--- src/design/wru_params.svh ---
// Constants for the controller-area read unpacker
// How it works
// - Bit format returns chosen bit 0..15
// - Two, three, four digits take low bits
// - Character selector picks low, high, both bytes
// - Array format converts words into successive elements
// - At most 127 words per read
// - Missing word count means one word
// - Counts 1..255 numeric, 1..64 character
// - Plain formats map one word per variable
// - Several variables may share one entry
// - One entry per string or array
// - Format letters recognised uppercase only
// - Destination type and size must match
// - Completed read returns result zero
// - Refused read returns result minus one
// - Host requests read on control bit 1
// - Source area and count from host words
// - Words move at next I/O refresh
// - Program held until transfer completes
// - Surplus words beyond destination are dropped
// - Element count mismatch raises format error
`ifndef WRU_PARAMS_SVH
`define WRU_PARAMS_SVH
`define WRU_REQ_BIT 1
`define WRU_MAX_XFER 8'h7f
`define WRU_MAX_CHARS 8'h40
`define WRU_DEF_COUNT 8'h01
`define WRU_RES_OK 8'h00
`define WRU_RES_FAIL 8'hff
`define WRU_CH_I 8'h49
`define WRU_CH_H 8'h48
`define WRU_CH_O 8'h4f
`define WRU_CH_B 8'h42
`define WRU_CH_A 8'h41
`define WRU_CH_S 8'h53
`define WRU_FIFO_DEPTH 16
`endif

--- src/design/wru_pkg.sv ---
// Types shared by the controller-area read unpacker
`default_nettype none
package wru_pkg;
	typedef enum logic [2:0] {
		FMT_DEC = 3'h0,
		FMT_HEX = 3'h1,
		FMT_OCT = 3'h2,
		FMT_BIT = 3'h3,
		FMT_CHR = 3'h4
	} wru_fmt_t;
	typedef enum logic [4:0] {
		ST_IDLE  = 5'h01,
		ST_ARM   = 5'h02,
		ST_FETCH = 5'h04,
		ST_DRAIN = 5'h08,
		ST_DONE  = 5'h10
	} wru_state_t;
	typedef struct packed {
		logic [7:0] fmt_letter;
		logic [7:0] sub_letter;
		logic [7:0] word_count;
		logic [7:0] fmt_arg;
		logic [7:0] dest_elems;
		logic       dest_is_string;
	} wru_spec_t;
	typedef struct packed {
		logic [15:0] value;
		logic [1:0]  chars;
		logic [7:0]  index;
	} wru_elem_t;
	typedef struct packed {
		logic [15:0] area;
		logic [7:0]  count;
	} wru_fetch_t;
endpackage
`default_nettype wire

--- src/design/wru_top.sv ---
// Controller-area read: fetch words at I/O refresh and unpack them
`timescale 1ns/10ps
`default_nettype none
`include "wru_params.svh"
module wru_top #(
	parameter int FIFO_DEPTH = `WRU_FIFO_DEPTH
) (
	input  wire logic               sys_clk,           // Unit clock, 100 MHz
	input  wire logic               srst,              // Synchronous reset
	input  wire logic               prog_req,          // Program issues a read
	input  wire wru_pkg::wru_spec_t prog_spec,         // Format spec with request
	output logic                    prog_hold,         // Program stalled
	output logic                    result_valid,      // Result code valid
	output logic [7:0]              result_code,       // 0 ok, -1 refused
	output logic                    format_error,      // Spec rejected
	input  wire logic [15:0]        unit_control_word, // Host control word
	input  wire logic [15:0]        source_area_word,  // Host source area
	input  wire logic [15:0]        source_count_word, // Host word count
	input  wire logic               io_refresh,        // I/O refresh strobe
	output logic                    fetch_req,         // Fetch command pulse
	output wru_pkg::wru_fetch_t     fetch_cmd,         // Area and count
	input  wire logic               host_word_valid,   // Host word valid
	output logic                    host_word_ready,   // Room in buffer
	input  wire logic [15:0]        host_word_data,    // Host word
	output logic                    elem_valid,        // Element valid
	input  wire logic               elem_ready,        // Engine takes element
	output wru_pkg::wru_elem_t      elem               // Element to store
);
	// ==========================================================
	// Declarations
	wru_pkg::wru_state_t st_reg;
	wru_pkg::wru_fmt_t   cfg_fmt_reg;
	logic [3:0]          cfg_arg_reg;
	logic [7:0]          limit_reg;
	logic [7:0]          fetch_cnt_reg;
	logic [7:0]          recv_cnt_reg;
	logic                err_reg;
	logic                busy_pend_reg;
	logic                prog_hold_reg;
	logic                result_valid_reg;
	logic [7:0]          result_code_reg;
	logic                format_error_reg;
	logic                fetch_req_reg;
	wru_pkg::wru_fetch_t fetch_reg;
	logic                elem_valid_reg;
	wru_pkg::wru_elem_t  elem_reg;

	logic [3:0]          num_top;
	logic [3:0]          num_sub;
	logic [7:0]          eff_count;
	wru_pkg::wru_fmt_t   dec_fmt;
	logic [3:0]          dec_arg;
	logic [7:0]          dec_limit;
	logic                dec_ok;
	logic [7:0]          capped_cnt;

	logic                fifo_valid;
	logic [15:0]         fifo_data;
	logic                pop;
	logic                last_word;
	logic                done_go;
	logic                busy_req;
	logic [15:0]         conv_val;
	logic [1:0]          conv_chars;

	assign prog_hold = prog_hold_reg;
	assign result_valid = result_valid_reg;
	assign result_code = result_code_reg;
	assign format_error = format_error_reg;
	assign fetch_req = fetch_req_reg;
	assign fetch_cmd = fetch_reg;
	assign elem_valid = elem_valid_reg;
	assign elem = elem_reg;

	// ==========================================================
	// Spec decode
	// Maps a numeric type letter to {ok, format}; anything but the
	// uppercase letters I, H, O and B is refused
	function automatic logic [3:0] num_letter(input logic [7:0] ch);
		case (ch)
			`WRU_CH_I: num_letter = {1'b1, wru_pkg::FMT_DEC};
			`WRU_CH_H: num_letter = {1'b1, wru_pkg::FMT_HEX};
			`WRU_CH_O: num_letter = {1'b1, wru_pkg::FMT_OCT};
			`WRU_CH_B: num_letter = {1'b1, wru_pkg::FMT_BIT};
			default: num_letter = 4'h0;
		endcase
	endfunction

	always_comb begin
		num_top = num_letter(prog_spec.fmt_letter);
		num_sub = num_letter(prog_spec.sub_letter);
		eff_count = (prog_spec.word_count == 8'h00) ? `WRU_DEF_COUNT
			: prog_spec.word_count;
		dec_fmt = wru_pkg::wru_fmt_t'(num_top[2:0]);
		dec_arg = prog_spec.fmt_arg[3:0];
		dec_limit = (eff_count < prog_spec.dest_elems) ? eff_count
			: prog_spec.dest_elems;
		dec_ok = !prog_spec.dest_is_string
			&& (prog_spec.dest_elems != 8'h00);
		if (prog_spec.fmt_letter == `WRU_CH_A) begin
			dec_fmt = wru_pkg::FMT_CHR;
			dec_limit = eff_count;
			dec_ok = prog_spec.dest_is_string
				&& (prog_spec.dest_elems == 8'h01)
				&& (eff_count <= `WRU_MAX_CHARS)
				&& (prog_spec.fmt_arg >= 8'h01)
				&& (prog_spec.fmt_arg <= 8'h03);
		end else if (prog_spec.fmt_letter == `WRU_CH_S) begin
			dec_fmt = wru_pkg::wru_fmt_t'(num_sub[2:0]);
			dec_arg = (wru_pkg::wru_fmt_t'(num_sub[2:0]) == wru_pkg::FMT_BIT)
				? 4'h0 : 4'h4;
			dec_limit = eff_count;
			dec_ok = num_sub[3] && !prog_spec.dest_is_string
				&& (prog_spec.dest_elems == eff_count)
				&& (prog_spec.fmt_arg == eff_count);
		end else if (dec_fmt == wru_pkg::FMT_BIT) begin
			dec_ok = dec_ok && num_top[3]
				&& (prog_spec.fmt_arg <= 8'h0f);
		end else begin
			dec_ok = dec_ok && num_top[3]
				&& (prog_spec.fmt_arg >= 8'h01)
				&& (prog_spec.fmt_arg <= 8'h04);
		end
	end

	// Large host counts are clipped so one read never exceeds the limit
	assign capped_cnt = (source_count_word > {8'h00, `WRU_MAX_XFER})
		? `WRU_MAX_XFER : source_count_word[7:0];

	// ==========================================================
	// Word path
	assign pop = fifo_valid && (st_reg == wru_pkg::ST_DRAIN)
		&& (!elem_valid_reg || elem_ready);
	assign last_word = (8'(recv_cnt_reg + 8'h01) == fetch_cnt_reg);
	assign done_go = (st_reg == wru_pkg::ST_DONE)
		&& (!elem_valid_reg || elem_ready);
	assign busy_req = prog_req && (st_reg != wru_pkg::ST_IDLE);

	// Host words are buffered so a slow program engine back-pressures
	// the refresh transfer instead of losing words
	wru_fifo #(
		.W     (16),
		.DEPTH (FIFO_DEPTH)
	) u_fifo (
		.sys_clk   (sys_clk),
		.srst      (srst),
		.in_valid  (host_word_valid),
		.in_ready  (host_word_ready),
		.in_data   (host_word_data),
		.out_valid (fifo_valid),
		.out_ready (pop),
		.out_data  (fifo_data)
	);

	wru_unpack u_unpack (
		.word  (fifo_data),
		.fmt   (cfg_fmt_reg),
		.arg   (cfg_arg_reg),
		.value (conv_val),
		.chars (conv_chars)
	);

	// ==========================================================
	// Sequencer
	always_ff @(posedge sys_clk) begin
		if (srst) begin
			st_reg <= wru_pkg::ST_IDLE;
		end else begin
			unique case (st_reg)
				wru_pkg::ST_IDLE: begin
					if (prog_req) begin
						st_reg <= dec_ok ? wru_pkg::ST_ARM : wru_pkg::ST_DONE;
					end
				end
				wru_pkg::ST_ARM: begin
					if (io_refresh && unit_control_word[`WRU_REQ_BIT]) begin
						st_reg <= wru_pkg::ST_FETCH;
					end
				end
				wru_pkg::ST_FETCH: begin
					st_reg <= (fetch_cnt_reg == 8'h00) ? wru_pkg::ST_DONE
						: wru_pkg::ST_DRAIN;
				end
				wru_pkg::ST_DRAIN: begin
					if (pop && last_word) begin
						st_reg <= wru_pkg::ST_DONE;
					end
				end
				wru_pkg::ST_DONE: begin
					if (done_go) begin
						st_reg <= wru_pkg::ST_IDLE;
					end
				end
			endcase
		end
	end

	// Spec is latched on acceptance so the engine may change it afterwards
	always_ff @(posedge sys_clk) begin
		if (srst) begin
			cfg_fmt_reg <= wru_pkg::FMT_DEC;
			cfg_arg_reg <= 4'h0;
			limit_reg <= 8'h00;
			err_reg <= 1'b0;
		end else if (prog_req && (st_reg == wru_pkg::ST_IDLE)) begin
			cfg_fmt_reg <= dec_fmt;
			cfg_arg_reg <= dec_arg;
			limit_reg <= dec_limit;
			err_reg <= !dec_ok;
		end
	end

	// ==========================================================
	// Fetch command
	always_ff @(posedge sys_clk) begin
		if (srst) begin
			fetch_req_reg <= 1'b0;
			fetch_reg <= '0;
			fetch_cnt_reg <= 8'h00;
		end else begin
			fetch_req_reg <= 1'b0;
			if ((st_reg == wru_pkg::ST_ARM) && io_refresh
				&& unit_control_word[`WRU_REQ_BIT]) begin
				fetch_req_reg <= 1'b1;
				fetch_reg.area <= source_area_word;
				fetch_reg.count <= capped_cnt;
				fetch_cnt_reg <= capped_cnt;
			end
		end
	end

	// ==========================================================
	// Element output
	always_ff @(posedge sys_clk) begin
		if (srst) begin
			recv_cnt_reg <= 8'h00;
		end else if (st_reg == wru_pkg::ST_FETCH) begin
			recv_cnt_reg <= 8'h00;
		end else if (pop) begin
			recv_cnt_reg <= 8'(recv_cnt_reg + 8'h01);
		end
	end

	// Words past the destination are still drained, just not delivered
	always_ff @(posedge sys_clk) begin
		if (srst) begin
			elem_valid_reg <= 1'b0;
			elem_reg <= '0;
		end else if (pop && (recv_cnt_reg < limit_reg)) begin
			elem_valid_reg <= 1'b1;
			elem_reg.value <= conv_val;
			elem_reg.chars <= conv_chars;
			elem_reg.index <= recv_cnt_reg;
		end else if (elem_ready) begin
			elem_valid_reg <= 1'b0;
		end
	end

	// ==========================================================
	// Program handshake
	always_ff @(posedge sys_clk) begin
		if (srst) begin
			prog_hold_reg <= 1'b0;
		end else if (prog_req && (st_reg == wru_pkg::ST_IDLE)) begin
			prog_hold_reg <= 1'b1;
		end else if (done_go) begin
			prog_hold_reg <= 1'b0;
		end
	end

	// A refused request may coincide with a completion; it is held over
	// one cycle so both results reach the engine
	always_ff @(posedge sys_clk) begin
		if (srst) begin
			busy_pend_reg <= 1'b0;
		end else if (busy_req) begin
			busy_pend_reg <= 1'b1;
		end else if (!done_go) begin
			busy_pend_reg <= 1'b0;
		end
	end

	always_ff @(posedge sys_clk) begin
		if (srst) begin
			result_valid_reg <= 1'b0;
			result_code_reg <= `WRU_RES_OK;
		end else if (done_go) begin
			result_valid_reg <= 1'b1;
			result_code_reg <= err_reg ? `WRU_RES_FAIL : `WRU_RES_OK;
		end else if (busy_pend_reg) begin
			result_valid_reg <= 1'b1;
			result_code_reg <= `WRU_RES_FAIL;
		end else begin
			result_valid_reg <= 1'b0;
		end
	end

	always_ff @(posedge sys_clk) begin
		if (srst) begin
			format_error_reg <= 1'b0;
		end else begin
			format_error_reg <= prog_req && (st_reg == wru_pkg::ST_IDLE)
				&& !dec_ok;
		end
	end

	// ==========================================================
	// Assertions
	// Conversion checks look only at a popped word: an empty head slot holds no data
	AST_BIT_EXTRACT: assert property (
		@(posedge sys_clk) disable iff (srst)
		pop && (cfg_fmt_reg == wru_pkg::FMT_BIT)
		|-> conv_val == {15'h0000, fifo_data[cfg_arg_reg]})
		else $error("bit format returned wrong bit");

	AST_HEX_MASK: assert property (
		@(posedge sys_clk) disable iff (srst)
		pop && (cfg_fmt_reg == wru_pkg::FMT_HEX) && (cfg_arg_reg == 4'h3)
		|-> conv_val == {4'h0, fifo_data[11:0]})
		else $error("three digits did not take bits 0-11");

	AST_CHAR_HIGH: assert property (
		@(posedge sys_clk) disable iff (srst)
		pop && (cfg_fmt_reg == wru_pkg::FMT_CHR) && (cfg_arg_reg == 4'h2)
		|-> (conv_val == {8'h00, fifo_data[15:8]}) && (conv_chars == 2'h1))
		else $error("selector 2 did not take high byte");

	AST_XFER_CAP: assert property (
		@(posedge sys_clk) disable iff (srst)
		fetch_req_reg |-> (fetch_reg.count <= 8'h7f)
			&& (fetch_reg.count == fetch_cnt_reg))
		else $error("fetch count above limit");

	AST_DEFAULT_COUNT: assert property (
		@(posedge sys_clk) disable iff (srst)
		prog_req && (st_reg == wru_pkg::ST_IDLE) && dec_ok
			&& (prog_spec.word_count == 8'h00)
			&& (prog_spec.fmt_letter != `WRU_CH_S)
		|=> limit_reg == 8'h01)
		else $error("absent count not taken as one");

	AST_OK_RESULT: assert property (
		@(posedge sys_clk) disable iff (srst)
		done_go && !err_reg
		|=> result_valid_reg && (result_code_reg == 8'h00) && !prog_hold_reg)
		else $error("completion did not report zero");

	AST_BUSY_RESULT: assert property (
		@(posedge sys_clk) disable iff (srst)
		busy_req |-> ##[2:3] (result_valid_reg && (result_code_reg == 8'hff)))
		else $error("busy request not refused");

	AST_REFRESH_START: assert property (
		@(posedge sys_clk) disable iff (srst)
		$rose(fetch_req_reg)
		|-> $past(io_refresh) && $past(unit_control_word[1])
			&& (fetch_reg.area == $past(source_area_word)))
		else $error("fetch not started at refresh with request");

	AST_HOLD_BUSY: assert property (
		@(posedge sys_clk) disable iff (srst)
		(st_reg == wru_pkg::ST_FETCH) |-> prog_hold_reg [*2])
		else $error("program released during transfer");

	AST_SURPLUS_DROP: assert property (
		@(posedge sys_clk) disable iff (srst)
		pop && (recv_cnt_reg >= limit_reg) && elem_ready
		|=> !elem_valid_reg)
		else $error("surplus word delivered");

	AST_FORMAT_ERR: assert property (
		@(posedge sys_clk) disable iff (srst)
		prog_req && (st_reg == wru_pkg::ST_IDLE) && !dec_ok
		|=> format_error_reg ##1 (result_valid_reg && (result_code_reg == 8'hff)))
		else $error("bad spec not flagged");
endmodule
`default_nettype wire

--- src/design/wru_fifo.sv ---
// Word FIFO between the host refresh path and the unpacker
`timescale 1ns/10ps
`default_nettype none
module wru_fifo #(
	parameter int W     = 16,
	parameter int DEPTH = 16,
	parameter int AW    = $clog2(DEPTH)
) (
	input  wire logic         sys_clk,   // Unit clock
	input  wire logic         srst,      // Synchronous reset
	input  wire logic         in_valid,  // Write word valid
	output logic              in_ready,  // Room for a word
	input  wire logic [W-1:0] in_data,   // Write word
	output logic              out_valid, // Head word valid
	input  wire logic         out_ready, // Reader takes head
	output logic [W-1:0]      out_data   // Head word
);
	logic [W-1:0]  mem [DEPTH];
	logic [AW-1:0] wr_ptr_reg;
	logic [AW-1:0] rd_ptr_reg;
	logic [AW:0]   count_reg;
	logic [AW:0]   count_next;
	logic          push;
	logic          pop;

	assign push = in_valid && in_ready;
	assign pop = out_valid && out_ready;
	assign count_next = count_reg + (AW+1)'(push) - (AW+1)'(pop);
	assign out_data = mem[rd_ptr_reg];

	always_ff @(posedge sys_clk) begin
		if (push) begin
			mem[wr_ptr_reg] <= in_data;
		end
	end

	// Flags are registered from the next count so both ports see flop outputs
	always_ff @(posedge sys_clk) begin
		if (srst) begin
			wr_ptr_reg <= '0;
			rd_ptr_reg <= '0;
			count_reg <= '0;
			in_ready <= 1'b1;
			out_valid <= 1'b0;
		end else begin
			wr_ptr_reg <= wr_ptr_reg + AW'(push);
			rd_ptr_reg <= rd_ptr_reg + AW'(pop);
			count_reg <= count_next;
			in_ready <= count_next != (AW+1)'(DEPTH);
			out_valid <= count_next != '0;
		end
	end

	AST_FIFO_FULL: assert property (@(posedge sys_clk) disable iff (srst)
		(count_reg == (AW+1)'(DEPTH)) |-> !in_ready && out_valid)
		else $error("fifo full but still ready");
endmodule
`default_nettype wire

--- src/design/wru_unpack.sv ---
// Word-to-value conversion for one fetched word
`timescale 1ns/10ps
`default_nettype none
module wru_unpack (
	input  wire logic [15:0]       word,  // Fetched word
	input  wire wru_pkg::wru_fmt_t fmt,   // Conversion format
	input  wire logic [3:0]        arg,   // Digits, bit or selector
	output logic [15:0]            value, // Converted value
	output logic [1:0]             chars  // Characters produced
);
	logic [15:0] hmask;
	logic [15:0] omask;
	logic [15:0] m;

	always_comb begin
		case (arg[2:0])
			3'h1: hmask = 16'h000f;
			3'h2: hmask = 16'h00ff;
			3'h3: hmask = 16'h0fff;
			default: hmask = 16'hffff;
		endcase
		case (arg[2:0])
			3'h1: omask = 16'h0007;
			3'h2: omask = 16'h003f;
			3'h3: omask = 16'h01ff;
			default: omask = 16'h0fff;
		endcase
		m = word & hmask;
		value = m;
		chars = 2'h0;
		case (fmt)
			wru_pkg::FMT_DEC: value = 16'(m[3:0]) + 16'(m[7:4]) * 16'h000a
				+ 16'(m[11:8]) * 16'h0064 + 16'(m[15:12]) * 16'h03e8;
			wru_pkg::FMT_OCT: value = word & omask;
			wru_pkg::FMT_BIT: value = {15'h0000, word[arg]};
			wru_pkg::FMT_CHR: begin
				chars = (arg[1:0] == 2'h3) ? 2'h2 : 2'h1;
				value = (arg[1:0] == 2'h1) ? {8'h00, word[7:0]} :
					(arg[1:0] == 2'h2) ? {8'h00, word[15:8]} : word;
			end
			default: value = m;
		endcase
	end
endmodule
`default_nettype wire

--- config.mk ---
export PLATFORM = sky130hd
export DESIGN_NAME = wru_top
export DESIGN_NICKNAME = d
export VERILOG_FILES = /design/src/design/wru_pkg.sv /design/src/design/wru_top.sv /design/src/design/wru_fifo.sv /design/src/design/wru_unpack.sv
export VERILOG_INCLUDE_DIRS = /design/src /design/src/design
export SDC_FILE = /design/constraint.sdc
export NUM_CORES = 1
export LEC_CHECK = 0
export ABC_CLOCK_PERIOD_IN_PS = 8700
export BUFFER_PORTS_ARGS = -buffer_cell sky130_fd_sc_hd__buf_4
export CORE_ASPECT_RATIO = 1.75
export CORE_UTILIZATION = 35
export CTS_CLUSTER_DIAMETER = 30
export DETAILED_ROUTE_END_ITERATION = 8
export GPL_TIMING_DRIVEN = 0
export PLACE_DENSITY_LB_ADDON = 0.08
export SYNTH_ARGS = -nofsm -noshare
export SYNTH_HDL_FRONTEND = slang
export SYNTH_HIERARCHICAL = 1
export SYNTH_SLANG_ARGS = --single-unit
--- constraint.sdc ---
create_clock -name sys_clk -period 8.7 [get_ports sys_clk]
set_input_delay 1.74 -clock sys_clk [delete_from_list [all_inputs] [get_ports sys_clk]]
set_output_delay 1.74 -clock sys_clk [all_outputs]
set_load 0.005 [all_outputs]
Word level (Yosys, flattened, before mapping) --
Memories as Yosys holds them, arrays and structs flattened. A register that Yosys moved wholly into a read port is not among the register bits. Index checks and enable logic that the tools add are counted.
Operators by class: bitwise operators 2, add/subtract/negate cells 8, eq/ne operators 37, shift-type cells 0, mux-type cells 46, multipliers 3, divide/modulo/power cells 0, order comparisons 9, reduce and logical (&&, ||, !) cells 39
Operators by type and width (count):
- $eq A8 B7 Y1 const B | 10
- $mux W8 | 8
- $pmux W16 S4 | 1
- $pmux W16 S3 | 1
- $pmux W12 S3 | 1
- $mux W16 | 2
- $pmux W4 S4 | 2
- $mux W5 | 6
- $logic_and A1 B1 Y1 | 25
- $pmux W5 S5 | 1
- $eq A8 B8 Y1 | 3
- $eq A3 B2 Y1 const B | 6
- $add A16 B11 Y16 | 1
- $add A16 B14 Y16 | 1
- $and A16 B12 Y16 | 1
- $and A16 B16 Y16 | 1
- $gt A16 B7 Y1 const B | 1
- $logic_not A8 Y1 | 2
- $lt A8 B8 Y1 | 2
- $mux W1 | 15
- $mux W4 | 3
- $mul A4 B7 Y11 const B | 1
- $add A4 B8 Y9 | 1
- $mul A4 B5 Y9 const B | 1
- 36 further kinds | 48
Word-level totals: bits of input ports 111, memory bits (read-only) 0, register bits after elaboration 108, bits in latches 0, memories kept 1, memory bits (writable) 256
Memory list:
- u_fifo.mem | depth 16, bits a word 16, rd ports 1, clocked after memory_dff 1, write ports 1, RTL line wru_fifo.sv:18 | logic [W-1:0] mem [DEPTH];

Depth between registers and ports, before layout --
Gate-level depths: netlist of the first run.
depth after elaboration 11, mapped depth 27

Hierarchy --
The synthesis of the first run kept the hierarchy.
Modules (own cells, without submodules):
- wru_fifo | area each 10341.2 um^2, seq. area each 7987.7 um^2, cells an instance 485, instances 1
- wru_top | area each 4415.5 um^2, seq. area each 1721.7 um^2, cells an instance 557, instances 1
- wru_unpack | area each 2237.1 um^2, seq. area each 0.0 um^2, cells an instance 280, instances 1

Least setup slack after synthesis of the first run --
No wires, ideal clock.
path type reg-to-reg, start point reg u_fifo/rd_ptr_reg[0] (netlist name), end point reg elem_reg (netlist bit elem[23]), setup slack 2.802 ns, data required time 8.630 ns, path buffers 4, arrival time 5.828 ns, setup time 0.070 ns, stages on the path, launching flop included 27, cells stage by stage dfxtp_1 buf_6 buf_6 mux4_2 a22oi_1 nand2_1 clkbuf_1 and2_1 clkbuf_1 ha_1 inv_1 fa_1 inv_1 ha_1 a21o_1 a21oi_1 xnor2_1 ha_1 ha_1 ha_1 a2111oi_0 o211ai_1 a41oi_1 nor2_1 a211oi_1 o21ai_0 a21oi_1
RTL lines:
- end, declared | RTL line wru_top.sv:46 | wru_pkg::wru_elem_t elem_reg;

==> impl_metrics.json, run 1 <==
{
  "outcome": "completed",
  "synthTopCellsByArea": "sky130_fd_sc_hd__edfxtp_1 (45%), sky130_fd_sc_hd__dfxtp_1 (12%), sky130_fd_sc_hd__mux4_2 (9.1%)",
  "largest_register_ffs": 256,
  "route.vias.total": 11700,
  "cts_hold_buffers": 0,
  "post_route_cells_drive_above_1_share_pct": 24.4,
  "detailedPlacementHpwl_um": 36600,
  "final.setup_skew_ns": 0.0319,
  "antenna_cells": 0,
  "number_of_port_buffers": 159,
  "wl_per_cell_um": 21.4,
  "cts_tree": "yes",
  "cts_buffer_depth": 3,
  "timing.setup.tns_ns": 0,
  "max_cap_viol_count": 0,
  "hold_path.class": "register to register",
  "maximum_resistive_drop_on_vdd_uv": 209,
  "design.final.nets": 1754,
  "core_area_mm2": 0.0479,
  "track_usage_pct": 19.9,
  "area_added_between_synthesis_and_finish_pct": 25.5,
  "critical-path-max-stage-delay_ns": 0.74,
  "post_drt_antenna_nets": 0,
  "h-tree-depth": 2,
  "worstPathMaxFanout": 10,
  "synth.yosys.seq_area_share_pct": 57.1,
  "synthDominantCellAreaShare_pct": 45.2,
  "setup.worst_path.end_class": "register",
  "critPathLaunchType": "register",
  "finalWorstPathRequiredPeriod_ns": 7.57,
  "synth-edff-count": 256,
  "asyncSetResetFlopFracSynth_pct": 0,
  "finalHoldViolCount": 0,
  "cts_num_sinks": 357,
  "final-setup-viol-count": 0,
  "finish.instance_area_mm2": 0.0213,
  "cts-resized-gates": 0,
  "detail_route.wirelength_um": 48200,
  "cts.clk_slew.worst_paths_ns": 0.05,
  "finalCritPeriodShare_pct": 87.0,
  "achievable-frequency_mhz": 132,
  "powerDensity_mw_per_mm2": 319,
  "row_count": 106,
  "totalPowerFinal_w": 0.00681,
  "power.leakage_nw": 7.80,
  "root_buffer": "sky130_fd_sc_hd__clkbuf_16",
  "numCtsBuffers": 57,
  "post_synthesis_net_count": 1519,
  "final-max-slew-violation-count": 0,
  "yosys_reg_bits": 357,
  "max_slew_margin_pct": 28.4,
  "insertion_delay_ns": 0.60,
  "timing_worst_slew_pin_value_ns": 1.07,
  "netlist-cell-type-count": 79,
  "worst_path_most_repeated_cell": "sky130_fd_sc_hd__ha_1",
  "detail_route.drc_violations": 0,
  "post-cts-setup-buffer-count": 0,
  "synthesis.area_mm2": 0.0170,
  "y_dimension_of_the_die_um": 293,
  "worst-r2r-cell-count": 26,
  "worst_ep_arrival_time_ns": 8.06,
  "worst-endpoint-required_ns": 9.19,
  "drt-initial-drc-count": 503,
  "global_route.overflow_total": 0,
  "firstDrtPassIters": 5,
  "detailed_place.area_mm2": 0.0193,
  "unrepaired_setup_endpoints_after_global_routing": "no",
  "cp_slowest_cell": "sky130_fd_sc_hd__buf_1",
  "synth_commonest_cells": "sky130_fd_sc_hd__edfxtp_1 (256), sky130_fd_sc_hd__nor2_1 (102), sky130_fd_sc_hd__dfxtp_1 (101)",
  "die-width_um": 169,
  "initial_standard_cell_utilization_of_the_core_pct": 35.5,
  "postSynthAreaPerCell_um2": 12.9,
  "yosys.area.top_type": "sky130_fd_sc_hd__edfxtp_1",
  "pin_count_of_the_biggest_net_entering_global_routing": 17,
  "post_synth_inst_count": 1322,
  "yosysMostFrequentCell": "sky130_fd_sc_hd__edfxtp_1",
  "postSynth.topFlopCell": "sky130_fd_sc_hd__edfxtp_1",
  "yosys_warnings": 6,
  "design.die.area_mm2": 0.0495,
  "holdPathStages": 2,
  "grt_antenna_before_repair": 0,
  "grt_first_pass_wirelength_um": 73500,
  "vias_in_the_first_global_route": 12500,
  "gp_congestion": 0.871,
  "io_pins": 175,
  "worstSetupPathType": "register to register",
  "route.detailed.vias_per_inst": 5.19
}
layer usage:
layer / up-vias / part of all wire [%] / wire [µm] / GRT usage, %
li1: 5486 / - / - / -
met1: 5835 / 35 / 16700 / 19.3
met2: 279 / 59 / 28400 / 41.6
met3: 90 / 3.4 / 1620 / 2.61
met4: 0 / 2.8 / 1370 / 6.87
met5: - / 0 / 0 / 0
logic make-up (layout without fill, tap and decap cells):
logic type	Yosys count	in the layout	synth area share, %
AND/OR/NAND/NOR	370	370	10.8
flip-flops	357	357	57.1
AO/OA/AOI/OAI	265	265	10.1
buffers and inverters	121	405	3.08
adder cells (fa/ha/maj)	86	86	6.99
multiplexers	70	70	9.20
XOR/XNOR	53	53	2.73
worst max-delay path: cells and delay by family (launching register included):
kind	cells	cell delay (ns)
xor+xnor	1	0.17
simple gates	3	0.48
mux	1	0.42
buf+inv	6	1.75
compound gates	9	2.07
fa+ha+maj	6	2.20
flops	1	0.37
final cells by class:
| type | count | area (µm²) |
|---|---|---|
| clock inverter | 43 | 541 |
| multi-input combinational | 844 | 6810 |
| tap | 648 | 811 |
| buffer | 72 | 340 |
| inverter | 49 | 184 |
| clock buffer | 65 | 1470 |
| timing repair buffer | 176 | 1470 |
| sequential | 357 | 9710 |
| fill | 4460 | 26500 |
cell usage in the layout (no fill, tap or decap), types with 28 or more instances in the layout:
master	synthesis	routed
sky130_fd_sc_hd__nor2_1	102	90
sky130_fd_sc_hd__inv_1	48	48
sky130_fd_sc_hd__nor3_1	32	28
sky130_fd_sc_hd__o21ai_0	48	48
sky130_fd_sc_hd__edfxtp_1	256	256
sky130_fd_sc_hd__dfxtp_1	101	101
sky130_fd_sc_hd__a21oi_1	82	82
sky130_fd_sc_hd__nand2_1	90	90
sky130_fd_sc_hd__nand3_1	43	43
sky130_fd_sc_hd__xnor2_1	29	29
sky130_fd_sc_hd__a22oi_1	35	35
sky130_fd_sc_hd__ha_1	71	71
sky130_fd_sc_hd__clkbuf_16	0	57
sky130_fd_sc_hd__buf_4	9	168
sky130_fd_sc_hd__mux4_2	69	69
sky130_fd_sc_hd__clkbuf_1	47	54
path summary, 6_finish.rpt:
kind                                        start                         end  slack (ns)
setup / recovery  u_fifo/rd_ptr_reg[1]$_SDFF_PP0_       elem[23]$_SDFFE_PP0P_        1.13
hold / removal         fetch_cmd[21]$_SDFFE_PP0P_  fetch_cmd[21]$_SDFFE_PP0P_        0.45
setup reg to reg  u_fifo/rd_ptr_reg[1]$_SDFF_PP0_       elem[23]$_SDFFE_PP0P_        1.13
hold reg to reg        fetch_cmd[21]$_SDFFE_PP0P_  fetch_cmd[21]$_SDFFE_PP0P_        0.45
power breakdown:
group          leakage, nW  total [W]  internal (W)  switching [W]
sequential            3.13    0.00193       0.00190      0.0000331
clock                0.940    0.00233       0.00147       0.000858
combinational         3.73    0.00255       0.00112        0.00143
total                 7.80    0.00681       0.00449        0.00232
stage by stage:
step                hold WS, ns  instances  setup WS (ns)  utilization (%)
floorplan                 0.437       1322           2.80                -
global placement          0.443       2129           1.01             39.7
detailed placement        0.450       2146           1.06             40.4
CTS                       0.457       2254          0.993             44.5
global route              0.473       2254          0.634             44.5
finish                    0.454       2254           1.13             44.5
No activity file was read; power rests on OpenSTA's default activity.
==> run 2: changes to the inputs <==
--- a/config.mk
+++ b/config.mk
@@ -8,12 +8,12 @@
 export LEC_CHECK = 0
 export ABC_CLOCK_PERIOD_IN_PS = 8700
 export BUFFER_PORTS_ARGS = -buffer_cell sky130_fd_sc_hd__buf_4
-export CORE_ASPECT_RATIO = 1.75
 export CORE_UTILIZATION = 35
 export CTS_CLUSTER_DIAMETER = 30
 export DETAILED_ROUTE_END_ITERATION = 8
 export GPL_TIMING_DRIVEN = 0
 export PLACE_DENSITY_LB_ADDON = 0.08
+export SLEW_MARGIN = 10
 export SYNTH_ARGS = -nofsm -noshare
 export SYNTH_HDL_FRONTEND = slang
 export SYNTH_HIERARCHICAL = 1
==> run 2 against run 1 <==
Routed wire length fell by 3.5%. Maximum frequency rose by 1.6%. Combinational power fell by 3%. Count of clock-buffer cells in the layout rose by 39. Non-clock buffer count rose by 3. Via count rose by 1.5%. Clock skew fell by 0.0069 ns. Sequential share of layout area fell by 1.6 points. Global-route usage fell by 0.87 points. Clock power rose by 35%. Largest power group is now clock. Highest routed layer unchanged.
==> impl_metrics.json, run 2 (synthesized netlist as in run 1, its figures left out) <==
{
  "final.setup_skew_ns": 0.0249,
  "hold-worst-slack_ns": 0.454,
  "numCtsBuffers": 83,
  "unrepaired_setup_endpoints_after_global_routing": "no",
  "antenna_cells": 0,
  "design.die.area_mm2": 0.0494,
  "cts_buffer_depth": 3,
  "y_dimension_of_the_die_um": 222,
  "number_of_port_buffers": 159,
  "maximum_resistive_drop_on_vdd_uv": 303,
  "post-cts-setup-buffer-count": 0,
  "finish.instance_area_mm2": 0.0221,
  "detail_route.drc_violations": 0,
  "finalHoldViolCount": 0,
  "powerDensity_mw_per_mm2": 341,
  "max_cap_viol_count": 0,
  "final-setup-viol-count": 0,
  "worst-endpoint-required_ns": 9.22,
  "row_count": 80,
  "global_route.overflow_total": 0,
  "design.final.nets": 1783,
  "pin_count_of_the_biggest_net_entering_global_routing": 17,
  "cts_num_sinks": 357,
  "finalWorstPathRequiredPeriod_ns": 7.45,
  "largest_register_ffs": 256,
  "critPathLaunchType": "register",
  "timing_worst_slew_pin_value_ns": 0.928,
  "critical-path-max-stage-delay_ns": 0.57,
  "layoutNonFillerInstCount": 2270,
  "grt_most_used_layer": "met2",
  "detailedPlacementHpwl_um": 33300,
  "post_route_cells_drive_above_1_share_pct": 25.7,
  "post_drt_antenna_nets": 0,
  "global_route_met2_usage_pct": 31.1,
  "h-tree-depth": 3,
  "cts_hold_buffers": 0,
  "timing.setup.tns_ns": 0,
  "route.detailed.vias_per_inst": 5.23,
  "outcome": "completed",
  "core_area_mm2": 0.0478,
  "vias_in_the_first_global_route": 11800,
  "setup.worst_path.end_class": "register",
  "io_pins": 175,
  "track_usage_pct": 19.0,
  "cts_tree": "yes",
  "detailed_place.area_mm2": 0.0193,
  "final-max-slew-violation-count": 0,
  "grt_first_pass_wirelength_um": 70800,
  "worst_ep_arrival_time_ns": 7.97,
  "grt_antenna_before_repair": 0,
  "root_buffer": "sky130_fd_sc_hd__clkbuf_16",
  "area_added_between_synthesis_and_finish_pct": 30.2,
  "gp_congestion": 0.813,
  "initial_standard_cell_utilization_of_the_core_pct": 35.5,
  "grt.met1_usage_pct": 25.4,
  "cell_count_post_placement": 2116,
  "cts-resized-gates": 0,
  "detail_route.wirelength_um": 46500,
  "cts.clk_slew.worst_paths_ns": 0.04,
  "worst_path_most_repeated_cell": "sky130_fd_sc_hd__ha_1",
  "drt-initial-drc-count": 861,
  "layout.cells.most_common": "sky130_fd_sc_hd__edfxtp_1",
  "layout.cells.most_common_list": "sky130_fd_sc_hd__edfxtp_1 (256), sky130_fd_sc_hd__buf_4 (175), sky130_fd_sc_hd__dfxtp_1 (101), sky130_fd_sc_hd__nor2_1 (90), sky130_fd_sc_hd__nand2_1 (90)",
  "met3_capacity_usage_during_global_routing_pct": 4.01,
  "max_slew_margin_pct": 37.7,
  "achievable-frequency_mhz": 134,
  "power.leakage_nw": 8.27,
  "wl_per_cell_um": 20.5,
  "die-width_um": 222,
  "worstPathMaxFanout": 10,
  "postLayoutCoreUtil_pct": 46.2,
  "firstDrtPassIters": 5,
  "route.vias.total": 11900,
  "worstSetupPathType": "register to register",
  "hold_path.class": "register to register",
  "cp_slowest_cell": "sky130_fd_sc_hd__clkbuf_1",
  "finalCritPeriodShare_pct": 85.7,
  "insertion_delay_ns": 0.60
}
run 2: cell type report:
type / instances / area, µm²
inverters: 49 / 184
repair buffers: 179 / 1440
clock buffers: 104 / 2290
plain buffers: 72 / 340
multi-input cells: 844 / 6810
well taps: 615 / 769
fillers: 4365 / 25700
flip-flops and latches: 357 / 9710
clock inverters: 50 / 584
run 2: final timing paths:
| path | slack [ns] | endpoint | cells after the start | start |
|---|---|---|---|---|
| min | 0.45 | fetch_cmd[9]$_SDFFE_PP0P_ | 2 | fetch_cmd[9]$_SDFFE_PP0P_ |
| min reg2reg | 0.45 | fetch_cmd[9]$_SDFFE_PP0P_ | 2 | fetch_cmd[9]$_SDFFE_PP0P_ |
| max | 1.25 | elem[23]$_SDFFE_PP0P_ | 26 | u_fifo/rd_ptr_reg[2]$_SDFF_PP0_ |
| max reg2reg | 1.25 | elem[23]$_SDFFE_PP0P_ | 26 | u_fifo/rd_ptr_reg[2]$_SDFF_PP0_ |
run 2: metal layers:
layer / up-vias / wire (µm) / part of all wire (%)
met2: 296 / 22600 / 49
met1: 5919 / 20800 / 45
met4: 0 / 697 / 1.5
met3: 61 / 2350 / 5.1
li1: 5585 / - / -
met5: - / 0 / 0
run 2: through the flow:
| stage | setup slack, ns | total power, W |
|---|---|---|
| after global routing | 0.539 | 0.00808 |
| final | 1.25 | 0.00755 |
| after global placement | 1.17 | 0.00445 |
| after detailed placement | 1.19 | 0.00446 |
| after CTS | 1.16 | 0.00766 |
| after floorplan | 2.80 | 0.00383 |
run 2: power by group:
part	switching, W	internal, W
registers	0.0000340	0.00191
clock network	0.000936	0.00220
logic	0.00136	0.00111
run 2: critical path: cells and delay by family (launching register included):
| family | cells | cell delay (ns) |
|---|---|---|
| compound gates | 9 | 2.15 |
| xor+xnor | 2 | 0.36 |
| fa+ha+maj | 6 | 2.16 |
| buf+inv | 5 | 1.60 |
| flops | 1 | 0.51 |
| simple gates | 4 | 0.57 |
